--- src/spb_pkg.sv ---
// Package: register map, field layout and carrier types of the serial port
package spb_pkg;

  // ----------------------------------------------------------------------
  // Register byte addresses
  // ----------------------------------------------------------------------
  localparam logic [15:0] SPB_RX_DATA_OFS = 16'h6040; // rx_data_register
  localparam logic [15:0] SPB_TX_DATA_OFS = 16'h6044; // tx_data_register
  localparam logic [15:0] SPB_MAIN_CTL_OFS = 16'h6048; // main_control_register
  localparam logic [15:0] SPB_SEL_CTL_OFS = 16'h604c; // slave_select_control
  localparam logic [15:0] SPB_WAIT_OFS = 16'h6050; // transfer_wait_count
  localparam logic [15:0] SPB_STAT_OFS = 16'h6054; // transfer_status
  localparam logic [15:0] SPB_INT_OFS = 16'h6058; // interrupt_control
  localparam logic [15:0] SPB_MASK_OFS = 16'h605c; // receive_data_mask

  // ----------------------------------------------------------------------
  // Field positions
  // ----------------------------------------------------------------------
  localparam int SPB_ENA_BIT = 0; // module_enable_bit
  localparam int SPB_MODE_BIT = 1; // Master when set
  localparam int SPB_RATE_LSB = 4; // clock_rate_field [6:4]
  localparam int SPB_CPOL_BIT = 8; // Clock idle level
  localparam int SPB_CPHA_BIT = 9; // Clock phase
  localparam int SPB_LEN_LSB = 10; // bit_length_field [13:10]
  localparam int SPB_SSC_BIT = 8; // select_pin_enable
  localparam int SPB_SSP_BIT = 9; // select_polarity_bit
  localparam int SPB_SS_BIT = 10; // Software select
  localparam int SPB_BUSY_BIT = 6; // transfer_busy_flag
  localparam int SPB_TX_EMPTY_FLAG_BIT = 4; // tx_empty_flag
  localparam int SPB_RX_OVERWRITE_FLAG_BIT = 3; // rx_overwrite_flag
  localparam int SPB_RX_FULL_FLAG_BIT = 2; // rx_full_flag
  localparam int SPB_TX_EMPTY_IRQ_ENABLE_BIT = 4; // tx_empty_irq_enable
  localparam int SPB_RX_OVERWRITE_IRQ_ENABLE_BIT = 3; // rx_overwrite_irq_enable
  localparam int SPB_RX_FULL_IRQ_ENABLE_BIT = 2; // rx_full_irq_enable
  localparam int SPB_SIRQ_BIT = 1; // soft_irq_request
  localparam int SPB_IRQ_MASTER_ENABLE_BIT = 0; // irq_master_enable
  localparam int SPB_RX_MASK_ENABLE_BIT = 1; // rx_mask_enable
  localparam int SPB_RXMK_LSB = 10; // rx_valid_bits_field [14:10]

  // ----------------------------------------------------------------------
  // Writable bits and reset values
  // ----------------------------------------------------------------------
  localparam logic [15:0] SPB_MAIN_CTL_WMASK = 16'h7f73;
  localparam logic [15:0] SPB_SEL_CTL_WMASK = 16'h0700;
  localparam logic [15:0] SPB_INT_WMASK = 16'h001f;
  localparam logic [15:0] SPB_MASK_WMASK = 16'h7c02;
  localparam logic [15:0] SPB_CTL_RST = 16'h0000;
  localparam logic SPB_TX_EMPTY_FLAG_RST = 1'b1;

  // ----------------------------------------------------------------------
  // Timing: serial clock half period is 2 << rate peripheral clocks
  // ----------------------------------------------------------------------
  localparam logic [8:0] SPB_HALF_BASE = 9'h002;
  localparam int SPB_PERIOD_SHIFT = 2; // Full period is 4 << rate

  // ----------------------------------------------------------------------
  // Carriers
  // ----------------------------------------------------------------------
  typedef struct packed {
    logic [15:0] addr; // Byte address
    logic [15:0] wdata; // Write data
    logic wr; // Write strobe
    logic rd; // Read strobe
  } spb_bus_t;

  typedef struct packed {
    logic sclk; // serial_clock from a master
    logic sdi; // Serial data in
    logic ss; // slave_select_pin
  } spb_pin_in_t;

  typedef struct packed {
    logic sclk; // serial_clock driven in master mode
    logic sclk_oe; // High while the clock pin is driven
    logic sdo; // Serial data out
  } spb_pin_out_t;

endpackage : spb_pkg

--- src/spb_sync.sv ---
// Two-stage synchroniser for asynchronous pin levels
`timescale 1ns/100ps
module spb_sync #(
  parameter int W = 3
) (
  input wire logic ref_clk,
  input wire logic rst_n,
  input wire logic [W-1:0] raw,
  output logic [W-1:0] synced
);

  // ----------------------------------------------------------------------
  // Stages
  // ----------------------------------------------------------------------
  logic [W-1:0] meta_q; // First stage, read only by the second

  // One lane per bit; lanes are independent levels
  genvar i;
  generate
    for (i = 0; i < W; i++)
    begin : g_lane
      always_ff @(posedge ref_clk or negedge rst_n)
      begin
        if (!rst_n)
        begin
          meta_q[i] <= 1'b0;
          synced[i] <= 1'b0;
        end
        else
        begin
          meta_q[i] <= raw[i];
          synced[i] <= meta_q[i];
        end
      end
    end
  endgenerate

endmodule : spb_sync

--- src/spb_core.sv ---
// Serial port block: registers, transfer engine, flags and interrupt request
`timescale 1ns/100ps
// Overview of operation
// - Software select bit sets slave selection
// - Polarity bit: 1 high, 0 low select
// - Pin enable takes selection from pin
// - Master waits wait-field serial clocks between words
// - Busy flag shows master transfer in progress
// - Tx empty clears on write, sets on load
// - Receive while full overwrites, sets overwrite
// - Rx full sets on word end, clears read/disable
// - Three cause enables, reset disabled
// - Master enable gates interrupt request
// - Software request bit raises/withdraws interrupt
// - Masked read keeps bits 0..N only
// - Mask enable switches masking on
// - Enable bit starts, clearing stops module
// - Word length is field plus one
// - Master clock is pclk over 4*2^rate
// - Mode bit: 1 master, 0 slave
module spb_core (
  input wire logic ref_clk,
  input wire logic rst_n,
  input wire spb_pkg::spb_bus_t bus,
  output logic [15:0] rdata,
  input wire spb_pkg::spb_pin_in_t sense,
  output spb_pkg::spb_pin_out_t drive,
  output logic irq
);
  import spb_pkg::*;

  // ----------------------------------------------------------------------
  // Functions
  // ----------------------------------------------------------------------
  // Address match, used by every register decode
  function automatic logic hit(input logic [15:0] a, input logic [15:0] o);
    hit = (a == o);
  endfunction : hit

  // Ones in bits 0..n, saturating at sixteen bits
  function automatic logic [15:0] low_mask(input logic [4:0] n);
    logic [15:0] m;
    m = 16'h0000;
    for (int i = 0; i < 16; i++)
      m[i] = (5'(i) <= n);
    low_mask = m;
  endfunction : low_mask

  // ----------------------------------------------------------------------
  // Registers and state
  // ----------------------------------------------------------------------
  typedef enum logic [1:0] {M_IDLE, M_XFER, M_WAIT} spb_mst_t;
  spb_mst_t st_q; // Master sequencer
  logic [15:0] ctl_q; // main_control_register
  logic [15:0] sel_q; // slave_select_control
  logic [15:0] wait_q; // transfer_wait_count
  logic [15:0] int_q; // interrupt_control
  logic [15:0] msk_q; // receive_data_mask
  logic [15:0] txb_q; // Transmit buffer
  logic [15:0] rxb_q; // Receive buffer
  logic [15:0] sh_q; // Tx shift register, MSB goes out
  logic [15:0] rx_q; // Rx shift register
  logic tx_empty_flag_q; // tx_empty_flag
  logic rx_full_flag_q; // rx_full_flag
  logic rx_overwrite_flag_q; // rx_overwrite_flag
  logic [4:0] smp_q; // Bits sampled in this word
  logic [5:0] edg_q; // Master clock edges in this word
  logic [8:0] hp_q; // Half period counter
  logic [24:0] wc_q; // Inter-word wait counter
  logic sclk_q; // Master clock level
  logic loaded_q; // Slave word armed
  logic sprev_q; // Previous synced slave clock
  logic irq_q; // Registered interrupt request
  logic oe_q; // Clock pin drive enable
  logic [15:0] rdata_q; // Read data, one cycle after the strobe

  // ----------------------------------------------------------------------
  // Pin synchronisation
  // ----------------------------------------------------------------------
  logic [2:0] pin_s; // {sclk, sdi, ss} after two flops
  spb_sync #(.W(3)) u_sync (
    .ref_clk(ref_clk),
    .rst_n(rst_n),
    .raw({sense.sclk, sense.sdi, sense.ss}),
    .synced(pin_s)
  );
  wire s_sclk = pin_s[2];
  wire s_sdi = pin_s[1];
  wire s_ss = pin_s[0];

  // ----------------------------------------------------------------------
  // Decode
  // ----------------------------------------------------------------------
  wire ena = ctl_q[SPB_ENA_BIT];
  wire master = ctl_q[SPB_MODE_BIT];
  wire cpol = ctl_q[SPB_CPOL_BIT];
  wire cpha = ctl_q[SPB_CPHA_BIT];
  wire [2:0] rate = ctl_q[SPB_RATE_LSB +: 3];
  wire [4:0] len = {1'b0, ctl_q[SPB_LEN_LSB +: 4]};
  wire wr_tx = bus.wr && hit(bus.addr, SPB_TX_DATA_OFS);
  wire rd_rx = bus.rd && hit(bus.addr, SPB_RX_DATA_OFS);
  // Pin polarity then pin/software source choice
  wire pin_sel = sel_q[SPB_SSP_BIT] ? s_ss : !s_ss;
  wire sel = sel_q[SPB_SSC_BIT] ? pin_sel : sel_q[SPB_SS_BIT];
  wire [8:0] half = SPB_HALF_BASE << rate;
  // Four-bit shift sum so rates 6 and 7 do not wrap to a short wait
  wire [3:0] wait_sh = {1'b0, rate} + 4'(SPB_PERIOD_SHIFT);
  wire [24:0] wait_len = 25'(wait_q) << wait_sh;
  // Master toggles its clock when the half period runs out
  wire m_ev = (st_q == M_XFER) && (hp_q == half - 9'h001);
  wire m_lead = m_ev && (sclk_q == cpol);
  wire m_trail = m_ev && (sclk_q != cpol);
  // Slave edges come from the synced clock; outside selection ignored
  wire s_act = ena && !master && sel && loaded_q;
  wire s_lead = s_act && (s_sclk != sprev_q) && (s_sclk != cpol);
  wire s_trail = s_act && (s_sclk != sprev_q) && (s_sclk == cpol);
  wire lead = master ? m_lead : s_lead;
  wire trail = master ? m_trail : s_trail;
  wire smp_ev = cpha ? trail : lead;
  // Shift only after the first sample, so phase 1 keeps its first bit
  wire sft_ev = (cpha ? lead : trail) && (smp_q != 5'h00);
  wire done = smp_ev && (smp_q == len);
  wire m_load = ena && master && (st_q == M_IDLE) && !tx_empty_flag_q;
  wire s_load = ena && !master && sel && !loaded_q;
  wire ld_buf = m_load || (s_load && !tx_empty_flag_q);
  wire [15:0] tx_al = txb_q << (4'hf - len[3:0]);
  wire m_last = m_ev && (edg_q == {len, 1'b1});
  // Masked receive view
  wire [15:0] rx_view = msk_q[SPB_RX_MASK_ENABLE_BIT] ?
      (rxb_q & low_mask(msk_q[SPB_RXMK_LSB +: 5])) : rxb_q;
  wire busy = (st_q != M_IDLE) || s_act;
  wire [15:0] stat = {9'h000, busy, 1'b0, tx_empty_flag_q, rx_overwrite_flag_q, rx_full_flag_q,
      2'b00};
  // Cause gating by individual and master enables
  wire cause = (int_q[SPB_TX_EMPTY_IRQ_ENABLE_BIT] && tx_empty_flag_q)
      || (int_q[SPB_RX_OVERWRITE_IRQ_ENABLE_BIT] && rx_overwrite_flag_q)
      || (int_q[SPB_RX_FULL_IRQ_ENABLE_BIT] && rx_full_flag_q);
  wire irq_d = int_q[SPB_IRQ_MASTER_ENABLE_BIT]
      && (cause || int_q[SPB_SIRQ_BIT]);
  // Read multiplexer; unmapped addresses read zero
  wire [15:0] rdata_d =
      hit(bus.addr, SPB_RX_DATA_OFS) ? rx_view :
      hit(bus.addr, SPB_TX_DATA_OFS) ? txb_q :
      hit(bus.addr, SPB_MAIN_CTL_OFS) ? ctl_q :
      hit(bus.addr, SPB_SEL_CTL_OFS) ? sel_q :
      hit(bus.addr, SPB_WAIT_OFS) ? wait_q :
      hit(bus.addr, SPB_STAT_OFS) ? stat :
      hit(bus.addr, SPB_INT_OFS) ? int_q :
      hit(bus.addr, SPB_MASK_OFS) ? msk_q : 16'h0000;

  // ----------------------------------------------------------------------
  // Register writes; masks keep reserved bits at zero
  // ----------------------------------------------------------------------
  always_ff @(posedge ref_clk or negedge rst_n)
  begin
    if (!rst_n)
    begin
      // Defaults after reset
      ctl_q <= SPB_CTL_RST;
      sel_q <= SPB_CTL_RST;
      wait_q <= SPB_CTL_RST;
      int_q <= SPB_CTL_RST;
      msk_q <= SPB_CTL_RST;
      txb_q <= SPB_CTL_RST;
    end
    else if (bus.wr)
    begin
      if (hit(bus.addr, SPB_MAIN_CTL_OFS))
        ctl_q <= bus.wdata & SPB_MAIN_CTL_WMASK;
      if (hit(bus.addr, SPB_SEL_CTL_OFS))
        sel_q <= bus.wdata & SPB_SEL_CTL_WMASK;
      if (hit(bus.addr, SPB_WAIT_OFS))
        wait_q <= bus.wdata;
      if (hit(bus.addr, SPB_INT_OFS))
        int_q <= bus.wdata & SPB_INT_WMASK;
      if (hit(bus.addr, SPB_MASK_OFS))
        msk_q <= bus.wdata & SPB_MASK_WMASK;
      if (wr_tx)
        txb_q <= bus.wdata;
    end
  end

  // ----------------------------------------------------------------------
  // Status flags; a hardware set wins over a clear in the same cycle
  // ----------------------------------------------------------------------
  always_ff @(posedge ref_clk or negedge rst_n)
  begin
    if (!rst_n)
    begin
      tx_empty_flag_q <= SPB_TX_EMPTY_FLAG_RST;
      rx_full_flag_q <= 1'b0;
      rx_overwrite_flag_q <= 1'b0;
    end
    else
    begin
      // Empty again once the word enters the shifter
      if (ld_buf)
        tx_empty_flag_q <= 1'b1;
      else if (wr_tx)
        tx_empty_flag_q <= 1'b0;
      // Full on every completed word
      if (done)
        rx_full_flag_q <= 1'b1;
      else if (rd_rx || !ena)
        rx_full_flag_q <= 1'b0;
      // Overwrite when a word lands on an unread one
      if (done && rx_full_flag_q)
        rx_overwrite_flag_q <= 1'b1;
      else if (rd_rx || !ena)
        rx_overwrite_flag_q <= 1'b0;
    end
  end

  // ----------------------------------------------------------------------
  // Shift registers and receive buffer
  // ----------------------------------------------------------------------
  always_ff @(posedge ref_clk or negedge rst_n)
  begin
    if (!rst_n)
    begin
      sh_q <= 16'h0000;
      rx_q <= 16'h0000;
      rxb_q <= 16'h0000;
      smp_q <= 5'h00;
    end
    else if (m_load || s_load)
    begin
      // Slave underrun sends zeros rather than stale data
      sh_q <= tx_empty_flag_q ? 16'h0000 : tx_al;
      smp_q <= 5'h00;
    end
    else if (!ena || (!master && !sel))
      smp_q <= 5'h00;
    else
    begin
      if (sft_ev)
        sh_q <= {sh_q[14:0], 1'b0};
      if (smp_ev)
      begin
        rx_q <= {rx_q[14:0], s_sdi};
        smp_q <= smp_q + 5'h01;
      end
      // Bits above the word length read zero
      if (done)
        rxb_q <= {rx_q[14:0], s_sdi} & low_mask(len);
    end
  end

  // ----------------------------------------------------------------------
  // Master sequencer: clock generation and inter-word wait
  // ----------------------------------------------------------------------
  always_ff @(posedge ref_clk or negedge rst_n)
  begin
    if (!rst_n)
    begin
      st_q <= M_IDLE;
      hp_q <= 9'h000;
      edg_q <= 6'h00;
      wc_q <= 25'h0000000;
      sclk_q <= 1'b0;
    end
    else if (!ena || !master)
    begin
      // Stopped: clock parked at its idle level
      st_q <= M_IDLE;
      sclk_q <= cpol;
      hp_q <= 9'h000;
      edg_q <= 6'h00;
    end
    else
    begin
      unique case (st_q)
        M_IDLE:
        begin
          sclk_q <= cpol;
          hp_q <= 9'h000;
          edg_q <= 6'h00;
          if (m_load)
            st_q <= M_XFER;
        end
        M_XFER:
        begin
          hp_q <= m_ev ? 9'h000 : hp_q + 9'h001;
          if (m_ev)
          begin
            sclk_q <= !sclk_q;
            edg_q <= edg_q + 6'h01;
          end
          if (m_last)
          begin
            // Zero wait goes straight back to idle
            wc_q <= wait_len;
            st_q <= (wait_q == 16'h0000) ? M_IDLE : M_WAIT;
          end
        end
        M_WAIT:
        begin
          wc_q <= wc_q - 25'h0000001;
          if (wc_q == 25'h0000001)
            st_q <= M_IDLE;
        end
        default:
          st_q <= M_IDLE;
      endcase
    end
  end

  // ----------------------------------------------------------------------
  // Slave arming, outputs and read data
  // ----------------------------------------------------------------------
  always_ff @(posedge ref_clk or negedge rst_n)
  begin
    if (!rst_n)
    begin
      loaded_q <= 1'b0;
      sprev_q <= 1'b0;
      irq_q <= 1'b0;
      oe_q <= 1'b0;
      rdata_q <= 16'h0000;
    end
    else
    begin
      // Rearm after each word, drop on deselect or disable
      if (!ena || master || !sel || done)
        loaded_q <= 1'b0;
      else if (s_load)
        loaded_q <= 1'b1;
      sprev_q <= s_sclk;
      irq_q <= irq_d;
      oe_q <= ena && master;
      rdata_q <= bus.rd ? rdata_d : 16'h0000;
    end
  end

  assign rdata = rdata_q;
  assign irq = irq_q;
  assign drive.sclk = sclk_q;
  assign drive.sclk_oe = oe_q;
  assign drive.sdo = sh_q[15];
endmodule : spb_core

--- config.mk ---
export PLATFORM = sky130hd
export DESIGN_NAME = spb_core
export DESIGN_NICKNAME = d
export VERILOG_FILES = /design/src/spb_pkg.sv /design/src/spb_sync.sv /design/src/spb_core.sv
export SDC_FILE = /design/constraint.sdc
export NUM_CORES = 1
export LEC_CHECK = 0
export BUFFER_PORTS_ARGS = -buffer_cell sky130_fd_sc_hd__clkbuf_2
export CAP_MARGIN = 10
export CORE_ASPECT_RATIO = 1.5
export CORE_MARGIN = 2
export CORE_UTILIZATION = 45
export DETAILED_ROUTE_END_ITERATION = 8
export SLEW_MARGIN = 20
export SYNTH_ARGS = -nofsm -noshare
export SYNTH_HDL_FRONTEND = slang
export SYNTH_SLANG_ARGS = --single-unit
--- constraint.sdc ---
create_clock -name ref_clk -period 5.5 [get_ports ref_clk]
set_input_delay 1.65 -clock ref_clk [delete_from_list [all_inputs] [get_ports ref_clk]]
set_output_delay 1.65 -clock ref_clk [all_outputs]
set_load 0.01 [all_outputs]
# Yosys cells after proc, flatten, opt, wreduce, memory -nomap -nowiden
# Index checks and enable logic that the tools add are counted.
[word_totals] reg_bits=182 word_cells=216 out_inout_bits=20 latch_bits=0 memories=0 ramBits=0 mem_bits_ro=0
[classes] n_lt_le_gt_ge=32 addsub=7 mul=0 reduce_logical=68 bitwise=5 div_mod_pow=0 n_mux=47 shifts=3 n_eq_ne=25
[op_table] operator="16-bit two-way mux" count=11
[op_table] operator="16-bit by 15-bit == test with 1-bit output, second input constant" count=8
[op_table] operator="25-bit one-hot mux with 2 select lines" count=1
[op_table] operator="15-bit two-way mux" count=3
[op_table] operator="4-bit by 5-bit less-or-equal comparator with 1-bit output, first input constant" count=8
[op_table] operator="16-bit bitwise AND" count=2
[op_table] operator="4-bit less-or-equal comparator, first input constant" count=8
[op_table] operator="25-bit by 1-bit == test with 1-bit output, second input constant" count=1
[op_table] operator="1-bit logical AND" count=25
[op_table] operator="25-bit two-way mux" count=1
[op_table] operator="16-bit by 4-bit << shifter with 25-bit output" count=1
[op_table] operator="25-bit by 1-bit subtractor with 25-bit output, second input constant" count=1
[op_table] operator="3-bit by 5-bit less-or-equal comparator with 1-bit output, first input constant" count=4
[op_table] operator="9-bit two-way mux" count=2
[op_table] operator="9-bit one-hot mux with 2 select lines" count=1
[op_table] operator="3-bit by 4-bit less-or-equal comparator with 1-bit output, first input constant" count=4
[op_table] operator="16-bit zero test" count=1
[op_table] operator="2-bit AND reduction" count=8
[op_table] operator="16-bit by 4-bit << shifter with 16-bit output" count=1
[op_table] operator="1-bit two-way mux" count=15
[op_table] operator="5-bit two-way mux" count=3
[op_table] operator="2-bit nonzero test" count=7
[op_table] operator="1-bit logical OR" count=12
[op_table] operator="6-bit two-way mux" count=2
[op_table] operator="other kinds (31)" count=57

# Depth between registers and ports, before layout
# Gate-level depths: netlist of the first run.
[logic_depth] ltp_word=13 mapped_depth=13 depth_no_buf=9

# By module
# A second synthesis of the first run with hierarchy kept.
[unflattened] hier_cells=1062 area_unflattened_um2=10645.2
[by_module_without_submodules] mod="spb_core" seq_area_each_um2=4405.5 n_inst=1 area_each_um2=10495.1 cells_per_inst=1056
[by_module_without_submodules] mod="spb_sync" seq_area_each_um2=150.1 n_inst=1 area_each_um2=150.1 cells_per_inst=6

# Least setup slack after synthesis of the first run
# OpenSTA, ideal clock, no wires.
[synth_timing] path_type="input to register" start="input port bus[27] in the netlist's numbering" end="register wait_q[10]" cell_stages=8 path_slack_ns=1.918 path_buffers=1 arrival_ns=3.457 cell_sequence="nor4_1 > nand4_1 > nor2_1 > nand3_1 > nor2_1 > nand2_1 > clkbuf_1 > mux2_2"
[synth_via] elab_chain_len=2
[synth_rtl] element="start, declared" line_no="spb_core.sv:24" text="input wire spb_pkg::spb_bus_t bus,"
[synth_rtl] element="16-bit by 15-bit == test with 1-bit output" line_no="spb_core.sv:37" text="hit = (a == o);"
[synth_rtl] element="2-bit AND reduction (no line)"
[synth_rtl] element="end signal, assigned" line_no="spb_core.sv:173" text="wait_q <= bus.wdata;"
[synth_rtl] element="end, declared" line_no="spb_core.sv:56" text="logic [15:0] wait_q;"
# No other way between the ends.
# A chain may end at the register's enable or synchronous reset.

# Worst setup path in the final report of the first run
[layout_timing] start="register ctl_q[6]" end="register wc_q[24]"
[layout_via] elab_chain_len=7 elab_cells_between_ends=11
[layout_rtl] element="start, declared" line_no="spb_core.sv:54" text="logic [15:0] ctl_q;"
[layout_rtl] element="start signal, assigned" line_no="spb_core.sv:169" text="ctl_q <= bus.wdata & SPB_MAIN_CTL_WMASK;"
[layout_rtl] element="2-bit by 3-bit << shifter with 9-bit output" line_no="spb_core.sv:105" text="wire [8:0] half = SPB_HALF_BASE << rate;"
[layout_rtl] element="9-bit by 1-bit subtractor with 9-bit output" line_no="spb_core.sv:110" text="wire m_ev = (st_q == M_XFER) && (hp_q == half - 9'h001);"
[layout_rtl] element="9-bit == test" line_no="spb_core.sv:110"
[layout_rtl] element="1-bit logical AND" line_no="spb_core.sv:110"
[layout_rtl] element="1-bit logical AND" line_no="spb_core.sv:127" text="wire m_last = m_ev && (edg_q == {len, 1'b1});"
[layout_rtl] element="2-bit inequality test (no line)"
[layout_rtl] element="3-bit AND reduction (no line)"
[layout_rtl] element="end signal, assigned" line_no="spb_core.sv:292" text="wc_q <= wait_len;"
[layout_rtl] element="end signal, assigned" line_no="spb_core.sv:298" text="wc_q <= wc_q - 25'h0000001;"
[layout_rtl] element="end, declared" line_no="spb_core.sv:69" text="logic [24:0] wc_q;"
# Several ways; a longest one is shown, not always the timed one. The select of a mux whose other input is x is not followed.

==> results of run 1 <==
## cell families after synthesis
group	synth area share (%)
flip-flops	42.8
AND/OR/NAND/NOR	17.4
adder cells (fa/ha/maj)	1.53
buffers and inverters	4.23
XOR/XNOR	1.56
multiplexers	16.1
AO/OA/AOI/OAI	16.3
## power by group through the flow
stage / clock network, mW / registers, mW / logic [mW]
2_1_floorplan: 0 / 1.37 / 0.0129
3_5_place_dp: 0 / 1.37 / 0.0702
6_report: 1.25 / 1.34 / 0.0681
3_3_place_gp: 0 / 1.37 / 0.0705
5_1_grt: 1.33 / 1.34 / 0.0770
4_1_cts: 1.28 / 1.34 / 0.0703
## worst max-delay path, stage by stage (launching register included)
cell,delay (ps)
sky130_fd_sc_hd__dfrtp_1,510
sky130_fd_sc_hd__inv_1,220
sky130_fd_sc_hd__ha_1,280
sky130_fd_sc_hd__and2_4,180
sky130_fd_sc_hd__a2111oi_4,330
sky130_fd_sc_hd__nand4_2,250
sky130_fd_sc_hd__o41ai_1,730
sky130_fd_sc_hd__nand3_1,440
sky130_fd_sc_hd__buf_4,350
sky130_fd_sc_hd__or4_1,530
sky130_fd_sc_hd__nand4_1,90
## per-layer routing
layer / GRT usage (%) / vias up / share of wire (%)
met1: 29.6 / 4273 / 40
li1: - / 4092 / -
met5: 0 / - / 0
met2: 44.4 / 213 / 53
met3: 3.66 / 68 / 3.2
met4: 11.0 / 0 / 3.8
## worst paths after layout
check                                 startpoint               end
worst max-delay path                    ctl_q[6]          wc_q[24]
worst min-delay path            u_sync.meta_q[1]  u_sync.synced[1]
worst max register to register          ctl_q[6]          wc_q[24]
worst min register to register  u_sync.meta_q[1]  u_sync.synced[1]
max in group asynchronous                  rst_n   tx_empty_flag_q
min in group asynchronous                  rst_n           hp_q[1]
## registers in the layout, summed over array words and instances, names as in the netlist, 6 cells and up
register and count:
edg_q 6, hp_q 9, ctl_q 12, txb_q 16
rdata 16, rxb_q 16, wc_q 25, rx_q 15
wait_q 16, msk_q 6, sh_q 16
## cell type report
class	count	share of cell area (%)
inverters	36	1.15
flip-flops and latches	182	38.7
clock inverters	8	1.07
clock buffers	21	3.91
well taps	315	3.35
multi-input cells	819	48.1
repair buffers	75	3.73
## cell usage after synthesis, types with 8 or more instances
cell type | n | area, µm²
sky130_fd_sc_hd__a21o_1 | 10 | 75.1
sky130_fd_sc_hd__a21oi_1 | 53 | 265
sky130_fd_sc_hd__a221oi_1 | 8 | 70.1
sky130_fd_sc_hd__a22oi_1 | 10 | 75.1
sky130_fd_sc_hd__a31oi_1 | 9 | 56.3
sky130_fd_sc_hd__a32oi_1 | 8 | 70.1
sky130_fd_sc_hd__and3_1 | 8 | 50.1
sky130_fd_sc_hd__clkbuf_1 | 57 | 214
sky130_fd_sc_hd__dfrtp_1 | 181 | 4530
sky130_fd_sc_hd__ha_1 | 13 | 163
sky130_fd_sc_hd__inv_1 | 29 | 109
sky130_fd_sc_hd__mux2_1 | 15 | 169
sky130_fd_sc_hd__mux2_2 | 74 | 833
sky130_fd_sc_hd__mux2i_1 | 37 | 370
sky130_fd_sc_hd__mux4_2 | 14 | 315
sky130_fd_sc_hd__nand2_1 | 164 | 616
sky130_fd_sc_hd__nand2b_1 | 13 | 81.3
sky130_fd_sc_hd__nand3_1 | 29 | 145
sky130_fd_sc_hd__nand4_1 | 17 | 106
sky130_fd_sc_hd__nor2_1 | 62 | 233
sky130_fd_sc_hd__nor2b_1 | 16 | 100
sky130_fd_sc_hd__nor3_1 | 28 | 140
sky130_fd_sc_hd__nor4_1 | 11 | 68.8
sky130_fd_sc_hd__o211ai_1 | 8 | 60.1
sky130_fd_sc_hd__o21ai_0 | 74 | 370
sky130_fd_sc_hd__or3_1 | 9 | 56.3
sky130_fd_sc_hd__xnor2_1 | 9 | 78.8
sky130_fd_sc_hd__xor2_1 | 10 | 87.6
## metrics by stage
step / instances / setup slack [ps] / hold slack, ps
floorplan: 1110 / 1920 / 331
global placement: 1427 / 1340 / 332
detailed placement: 1427 / 1250 / 336
CTS: 1456 / 1380 / 352
global route: 1456 / 1270 / 365
finish: 1456 / 1520 / 350
==> results.txt, run 1 <==
The synthesis-to-finish area growth was 10.6%; the portion of the post-synthesis area used by sequential elements was 42.8%. The average detailed-routed wire length per instance works out to 20.3 µm. The synthesized netlist occupies a cell area of 10600 µm².

The clock passes through at most 2 buffers. The count of buffers added on input and output ports is 58. The maximum fanout count along the critical path was 23; the slew at the pin closest to its max-slew limit was 984 ps. Pin placement for this block handled 59 I/O pins. The run finished with clean final reports. Share of cells above drive strength 1: 18.1%. Post-CTS repair changed the size of 0 cells. Most frequent standard cell in the layout excluding fill and tap cells: sky130_fd_sc_hd__dfrtp_1. From left edge to right edge, the die measures 130 µm. The hold path depth was 0.

The cell area reported after detailed placement is 11200 µm². The starting utilization of the core area is 46.0%. Entering global routing, the biggest net connects 119 pins.

Timing would allow up to 0.251 GHz. For this run, design rule violations remaining after detail routing come to 0. The count of nets left with antenna violations once routing finished came out at 0.

Among all flip-flop cells after synthesis, the most frequent one is sky130_fd_sc_hd__dfrtp_1. The final-report hold violation count is 0, and the total CTS buffers is 17. The number of setup buffers added after CTS was 0; the worst vdd rail ir drop was 0.000229 V. The routed layout has 8646 vias. In this run, synthesis produced a sequential element count of 182. Clock latency on the worst-skew pair, taken at its later pin, is 440 ps. The internal portion of the total power is 2.09 mW. The worst path arrival time was 4350 ps; the number of max-cap violations was 0. Yosys printed 0 warnings. The HPWL reported at the end of detailed placement is 21800 µm, and the total area of sequential cells is 4560 µm².

Counting I/O delays and the setup requirement, the final critical path takes 3980 ps. Setup slack on the worst reg-to-reg path comes out at 1520 ps. Synthesis produced a netlist with a net count of 1162.

The pre-antenna-repair detailed-routing pass consisted of 6 iterations. The run gives 5870 ps as the required time at the endpoint of the critical path. In this run, distinct cell masters in the synthesized netlist total 80.

The y dimension of the die was 192 µm. By startpoint and endpoint, the worst setup path is classified as flip-flop to flip-flop. The async set-or-reset flop fraction in the synthesized netlist came out at 100%.

Switching fraction of total power: 21.5%. The cell row count was 68. For the worst flop-to-flop path, the logic depth is 10. The antenna diode instance count was 0.

The run gives 2.66 mW as the total chip power. The share of total power dissipated in combinational logic is 2.6%. The max-slew violation count is 0. The final layout contains routed wiring with a total length of 29600 µm. CTS built an H-tree with a depth of 4. The leakage power total was 5.21 nW; the hold buffer count at cts was 0. The total power divided by cell area was 226 nW/µm²; the initial antenna violation count was 0. The clock slew seen by the registers of the worst setup and hold paths is 70 ps, and the global-route wire length before repair is 47700 µm. The relative slew slack was 34.4%.

The logs give 8620 for the via count of the first global-routing pass and 24900 µm² for the die area. The summed negative setup slack over all endpoints was 0 ps. Cells fill 50.8% of the core in the end.

The synthesized area per cell works out to 9.58 µm². Setup repair after global routing left no endpoint under its margin. TritonCTS built the clock tree. The number of violations reported at the end of detailed-routing iteration 0 is 608.

The sequential share of power came out at 50.5%. Clock skew on the completed layout was measured at 9.06 ps. At the end of routability-driven placement, the weighted congestion stood at 0.908.

The total setup violations reported at the end of the flow came out at 0. Synthesized instance count: 1110. The number of synthesized flops with an enable pin was 0. The finished layout cell area is 11800 µm², and the area used by multi-input combinational logic is 5660 µm².

The net switching component of the power was 0.571 mW. The worst setup path is launched from a flip-flop. For this run the aggregate overflow at the end of global routing stands at 0. The worst setup path is captured at a flip-flop. CTS saw 182 sinks. After filler insertion, the fill cell instance count of the layout stands at 2231. The region available for standard cell placement spans 23100 µm². In the layout the commonest cells are sky130_fd_sc_hd__dfrtp_1, sky130_fd_sc_hd__nand2_1, sky130_fd_sc_hd__mux2_2, sky130_fd_sc_hd__o21ai_0, sky130_fd_sc_hd__nor2_1.

The post-layout net count came out at 1183. For this run, the total global-route usage over all layers was measured as 24.9%. The ratio of routed vias to standard cells is 5.94.

The min-delay analysis places its worst path in the category flip-flop to flip-flop. Fraction of the cycle the final worst path needs: 72.4%. The tree is rooted in a sky130_fd_sc_hd__clkbuf_16.

The clock network accounts for 47.0% of the total power.
No activity file was read; power rests on OpenSTA's default activity.
==> run 2: changes to the inputs <==
- ABC_AREA: default -> 1
- clock period: 5.5 -> 3.6 ns (I/O delays scaled with it)
==> results.txt, run 2 <==
The flow ran to the end, and the final reports show no timing, DRC or antenna violations. VDD sags by at most 0.000320 V. The synthesized netlist net count is 1535, and the number of violations reported at the end of detailed-routing iteration 0 is 578.

Counting distinct cell types in the post-synthesis netlist gives 47. The initial antenna violation count is 0. For this run, the number of Yosys warnings is 0. Clock-pin slew was measured on the worst setup and hold paths at 70 ps. The run gives 0 as the leftover overflow at the end of global routing. By area the synthesized netlist is led by sky130_fd_sc_hd__dfrtp_1, sky130_fd_sc_hd__nand2_1, sky130_fd_sc_hd__o21ai_0. The signal on the critical path passes through inv_2 > ha_1 > nor2_1 > nand3_1 > nand3_1 > nand2_1 > nor2_2 > nand4_1 > nand2_1 > nand2_1 > nand2_2 > nand2_1 > nand2_1 > inv_1. The number of vias in the routed layout was 9920.

Once detail routing completed, the nets flagged for antenna violations numbered 0. The die is 130 µm wide. The basic-gate share of the synthesized area counting and, or, nand and nor cells is 28.2%, and the post-synthesis sequential element count is 182. Clock tree root buffer cell: sky130_fd_sc_hd__clkbuf_16.

Clock period minus final worst setup slack: 2750 ps. The register with the most flip-flops in the layout has 25 of them. The number of H-tree levels is 4, and the worst path arrival time is 3080 ps.

In the final timing run, aggregate negative setup slack is 0 ps. Entering global routing, the biggest net connects 86 pins. The average instance in the mapped netlist occupies 7.21 µm².

The average detailed-routed wire length per instance was 17.6 µm; the number of sinks driven by the clock tree was 182. For the final-report hold violation count, the log shows 0. The die covers 25000 µm². For this design the static power due to leakage is 5.65 nW. The critical path endpoint category was a flip-flop. For this run, the post-layout net count is 1578.

The combinational family with the most area after synthesis is simple AND/OR/NAND/NOR gates. The tools report the via count of the first global-routing pass as 9794. Input and output buffers added on the ports amount to 58. Hold repair after CTS inserted 0 buffers. In this run, synthesis inferred 0 flip-flops with an integrated enable.

The post-synthesis share of cell area spent on full adders, half adders and majority gates is 1.52%, and the buffering stage count on the worst path with inverters included is 2. The first global-routing pass estimated 51900 µm of wire. The portion of the post-synthesis area used by sequential elements is 42.6%.

The die is 193 µm tall. The run gives 6 as the first-pass iteration count of the detailed router. Highest attainable clock frequency: 0.364 GHz. Total power divided by cell area: 340 nW/µm².

The HPWL reported at the end of detailed placement was 25100 µm; the ratio of routed vias to standard cells was 5.34. The most used flip-flop cell after synthesis is sky130_fd_sc_hd__dfrtp_1. The repair_antennas step left the layout with diodes totalling 0.

The maximum fanout count along the critical path is 17. The final critical path takes up 76.3% of the cycle. The mux contribution to synthesized area is 0.749%.

The logs give 0.916 for the global placement routability congestion and 23500 µm² for the area of the placeable core. Counting every instance in the synthesized netlist gives 1483. The synthesized design spends more area on one cell type than any other, namely sky130_fd_sc_hd__dfrtp_1. The most numerous cell type found on the critical path is sky130_fd_sc_hd__nand2_1.

The number of design rule violations left after detail routing was 0. In this run the deepest clock path goes through 2 buffers. In the final layout, flip-flops and latches occupy 4560 µm². The register with the most flip-flops in the final layout is wc_q.

Final hold analysis gives a worst-case slack of 349 ps. The post-synth design cell area was 10700 µm². The fraction of synthesized cell area taken by the top area cell type came out at 42.4%.

Summing the areas of all compound-gate instances in the mapped netlist gives 16.3% of the synthesized area. Counting the fill cells in the layout gives 2443. The run gives 0 as the max-slew violation count.

Summing all multi-input logic gate instances after layout gives 5250 µm². The cell row count came out at 69. Global routing usage summed across all routing layers: 27.1%. The worst setup path is launched from a flip-flop.

The run gives 0 as the count of cells resized by post-cts repair. The commonest cells after synthesis are sky130_fd_sc_hd__nand2_1, sky130_fd_sc_hd__o21ai_0, sky130_fd_sc_hd__dfrtp_1. The cell type group with the largest total delay on the critical path was simple AND/OR/NAND/NOR gates. Most frequent cell after synthesis: sky130_fd_sc_hd__nand2_1. The slowest stage of the critical path belongs to the cell sky130_fd_sc_hd__dfrtp_1.

Setup violations remaining at the end of the flow were counted as 0. The critical path is of the flip-flop to flip-flop type. In the synthesized netlist the async set-or-reset flop fraction comes to 100%. Relative to the synthesized area, the layout overhead comes to 11.1%. After Yosys synthesis, XOR and XNOR cells account for 2.30% of the synthesized area.

For the starting utilization of the core area, the log shows 45.5%. On the final layout, the worst clock skew is 10.5 ps. In this run the count of I/O pins placed on the die edge is 59. In the final layout, the share of cells above drive strength 1 is 8.91%. For this block, the routed nets add up to 32700 µm of wire.

In this run the worst hold path is classified as flip-flop to flip-flop. On the worst path, the slowest cell contributes a delay of 540 ps. In the layout the commonest cells are sky130_fd_sc_hd__nand2_1, sky130_fd_sc_hd__o21ai_0, sky130_fd_sc_hd__dfrtp_1. TritonCTS built the clock tree.

The library cell used most frequently in the layout, excluding fill and tap cells, is sky130_fd_sc_hd__nand2_1. The required time at the endpoint of the critical path is 3930 ps, and the relative slew slack is 44.2%. The total CTS buffers is 17, and the number of setup buffers added after CTS is 0. Max-cap violations in this run came to 0. Setup repair after global routing left no endpoint under its margin. For the pin with the worst max-slew slack, the measured transition is 835 ps. The later-pin clock latency in the skew report was 440 ps.
==> run 2: final cells by class <==
type | instances | area share, %
Multi-Input combinational cell | 1083 | 44.2
Sequential cell | 182 | 38.4
Inverter | 159 | 5.03
Timing Repair Buffer | 83 | 4.21
Clock buffer | 20 | 3.76
Tap cell | 319 | 3.36
Clock inverter | 10 | 1.04
==> run 2: layer usage <==
| layer | part of all wire (%) | vias up | wire (µm) | global-route usage (%) |
|---|---|---|---|---|
| li1 | - | 4952 | - | - |
| met1 | 39 | 4666 | 12600 | 29.7 |
| met2 | 53 | 211 | 17300 | 49.7 |
| met3 | 2.7 | 91 | 889 | 3.71 |
| met4 | 5.7 | 0 | 1880 | 14.9 |
| met5 | 0 | - | 0 | 0 |
==> run 2: worst paths after layout <==
| kind | to | cells past startpoint | startpoint | slack (ps) |
|---|---|---|---|---|
| setup / recovery | loaded_q | 14 | ctl_q[6] | 850 |
| hold / removal | u_sync.synced[0] | 0 | u_sync.meta_q[0] | 350 |
| setup reg to reg | loaded_q | 14 | ctl_q[6] | 850 |
| hold reg to reg | u_sync.synced[0] | 0 | u_sync.meta_q[0] | 350 |
| max in group asynchronous | hp_q[7] | 2 | rst_n | 2060 |
| min in group asynchronous | wc_q[18] | 1 | rst_n | 700 |
==> run 2: report_power, final <==
part	leakage, nW	internal [mW]	total [mW]	switching (mW)
Combinational	2.85	0.0260	0.103	0.0769
Sequential	2.52	2.05	2.05	0.00263
Clock	0.279	1.04	1.88	0.841
==> run 2: logic make-up (layout without fill, tap and decap cells) <==
family,after synthesis,in the layout
xor+xnor,28,28
fa+ha+maj,13,13
simple gates,712,712
compound gates,322,322
buf+inv,218,272
flops,182,182
mux,8,8
==> run 2: per-stage QoR <==
step	cells	util, %	cell area [µm²]	setup WS (ps)	power, mW
global route	1856	50.5	11900	592	4.17
floorplan	1483	-	10700	1110	2.11
detailed placement	1826	48.1	11300	473	2.20
CTS	1856	50.5	11900	865	4.08
finish	1856	50.5	11900	854	4.04
global placement	1826	48.1	11300	538	2.20
==> run 3: changes to the inputs <==
- clock period: 3.6 -> 2.8 ns (I/O delays scaled with it)
==> results.txt, run 3 (same netlist as run 2, synthesis figures left out) <==
The tools report the startpoint type of the worst setup path as a flip-flop. The initial antenna violation count is 0, and the fill cell instance count of the final layout is 2420. The highest routing layer actually used is met4. The required time at the endpoint of the critical path is 3130 ps. For the final database, setup skew stands at 14.0 ps.

The highest attainable clock frequency was 0.391 GHz; the number of violations reported at the end of detailed-routing iteration 0 was 796. The worst-case clock buffer depth came out at 2. The worst register-to-register path has a setup slack of 240 ps. Critical path class: flip-flop to flip-flop. The synthesis-to-finish area growth is 12.3%, and the final-report hold violation count is 0.

Summed over all cells, the static leakage comes to 5.73 nW. After floorplanning, the core was divided into 69 placement rows. The pre-antenna-repair detailed-routing pass consisted of 8 iterations.

Routability-driven placement finished with a final weighted congestion of 0.974. The via count of the first global-routing pass came out at 9807. The leftover overflow at the end of global routing was 0. The total setup violations reported at the end of the flow was 0. In the final layout, flip-flops and latches occupy 4560 µm². The number of setup buffers added after CTS is 0.

The fraction of the cycle the final worst path needs works out to 91.3%. The die area was 25000 µm². After clock tree synthesis, the clock-pin slew on the worst setup and hold paths is 70 ps. For this run, design rule violations remaining after detail routing come to 0. The clock tree synthesis step divided the H-tree into 4 levels. The flow ran to the end, and the final reports show no timing, DRC or antenna violations. The run gives 27.3% as the global routing usage summed across all routing layers. wc_q holds more flip-flops than any other register.

Setup repair after global routing could not meet its margin everywhere. In the final routing, the length of wire on met1 measures 12600 µm. After detailed routing, the average wire length per cell comes to 17.7 µm. The beginning of the worst register-to-register path is ctl_q[5].

Buffers placed on the I/O ports in this run total 58. The reg-to-reg critical path endpoint was rxb_q[1]. Following the worst setup path forward leads to its endpoint at rxb_q[1]. For this block, the routed nets add up to 33100 µm of wire. The finished layout cell area is 12000 µm², and the hold buffer count at cts is 0. The initial utilization of the core area, before any placement, comes to 45.5%. The library cell used most frequently in the layout, excluding fill and tap cells, is sky130_fd_sc_hd__nand2_1. After routing, the total negative slack on setup checks comes to 0 ps. The root buffer cell chosen for the clock tree is sky130_fd_sc_hd__clkbuf_16. The routed length on met3 was 1020 µm. In this run the vertical extent of the chip is 193 µm. The net count of the finished layout is 1593. In this run the worst hold path is classified as input port to asynchronous set/reset pin. For the later-pin clock latency in the skew report, the log shows 450 ps. The number of vias in the routed layout is 10200, and the horizontal die dimension is 130 µm. Slew at the pin closest to its max-slew limit: 629 ps. The flip-flop count of the largest register, all copies and words added is 25. The total power divided by cell area works out to 431 nW/µm². The run gives 0 as the max-slew violation count. Counting cells, the worst reg-to-reg path comes to 12. In this run the cell area measured after placement is 11400 µm².

Measured against its own limit, the worst slew margin works out to 57.9%. Counting I/O delays and the setup requirement, the final critical path takes 2560 ps. The core region is 23500 µm². The remaining number of nets flagged by the antenna check after routing came out at 0.

TritonCTS built the clock tree. The repair_antennas step left the layout with diodes totalling 0. Data on the critical path arrives at its endpoint at 2890 ps. In the final layout, the multi-input gates occupy 5250 µm². The pre-CTS setup slack was 72.2 ps. Entering global routing, the biggest net connects 52 pins. The maximum fanout count along the critical path is 16.

The I/O pin count was 59. The tools report the number of max-cap violations as 0. The top cell types in the final layout, fill and taps aside, are sky130_fd_sc_hd__nand2_1, sky130_fd_sc_hd__o21ai_0, sky130_fd_sc_hd__dfrtp_1. The routed length on met2 is 17900 µm.

After detailed routing, the number of vias per cell comes to 5.44. In this run the worst setup path begins at ctl_q[5]. CTS saw 182 sinks. The worst setup path is captured at a flip-flop.

The run gives 25500 µm as the HPWL reported at the end of detailed placement. The post-route worst setup slack is 245 ps. Counting the buffers created by CTS gives 17. The global-route wire length before repair was 52400 µm; the share of cells above drive strength 1 was 10.0%. Across the VDD grid, the largest voltage drop is 0.000429 V.
==> run 3: cell types whose count changed in the layout (fill, tap and decap cells not counted), sizes merged <==
| cell | delta |
|---|---|
| bufinv | -1 |
| buf | +15 |
| clkinv | -1 |
| clkbuf | -2 |
| inv | +3 |
| clkinvlp | +3 |
==> run 3: where the power goes <==
part	switching, mW	total (mW)	leakage, nW	internal (mW)
Combinational	0.102	0.137	2.93	0.0355
Sequential	0.00327	2.64	2.52	2.63
Clock	1.13	2.41	0.274	1.27
==> run 3: worst min path at each step <==
stage                           startpoint          endpoint  slack, ps
after floorplan           u_sync.meta_q[0]  u_sync.synced[0]        330
after global placement    u_sync.meta_q[1]  u_sync.synced[1]        330
after detailed placement  u_sync.meta_q[2]  u_sync.synced[2]        340
after CTS                            rst_n               irq        300
after global routing                 rst_n          rdata[9]        310
final                                rst_n               irq        300
==> run 3: per-stage QoR <==
step / std cells / hold slack, ps / total power, mW / utilization, %
global route: 1873 / 311 / 5.33 / 51.1
CTS: 1873 / 303 / 5.22 / 51.1
finish: 1873 / 305 / 5.18 / 51.1
global placement: 1841 / 332 / 2.83 / 48.6
detailed placement: 1841 / 336 / 2.83 / 48.6
floorplan: 1483 / 331 / 2.71 / -
==> run 3: critical path, cell delays in order (launching register included) <==
cell and delay, ps:
sky130_fd_sc_hd__dfrtp_1 550, sky130_fd_sc_hd__inv_1 100, sky130_fd_sc_hd__ha_1 240, sky130_fd_sc_hd__nor2_1 140
sky130_fd_sc_hd__nand3_1 110, sky130_fd_sc_hd__nand3_1 90, sky130_fd_sc_hd__nand2_1 60, sky130_fd_sc_hd__nor2_2 120
sky130_fd_sc_hd__nand4_1 210, sky130_fd_sc_hd__nand3_2 170, sky130_fd_sc_hd__nand4_2 380, sky130_fd_sc_hd__nand2_1 190
sky130_fd_sc_hd__nand2_1 60
==> run 3: per-layer routing <==
| metal | GRT usage [%] | vias up |
|---|---|---|
| met4 | 13.9 | 0 |
| met1 | 29.8 | 4840 |
| met2 | 51.2 | 265 |
| met5 | 0 | - |
| met3 | 3.35 | 88 |
| li1 | - | 4990 |
==> run 3: final cells by class <==
cell class	count	share of cell area, %
multi-input combinational	1083	43.7
sequential	182	38.0
inverter	159	4.97
clock inverter	14	1.17
clock buffer	18	3.66
tap	319	3.33
timing repair buffer	98	5.20
==> run 3: what timing repair did <==
action | CTS | global route
endpoints found under the hold margin | 0 | 0
setup endpoints to repair | 0 | 1
gates resized for setup | 0 | 0
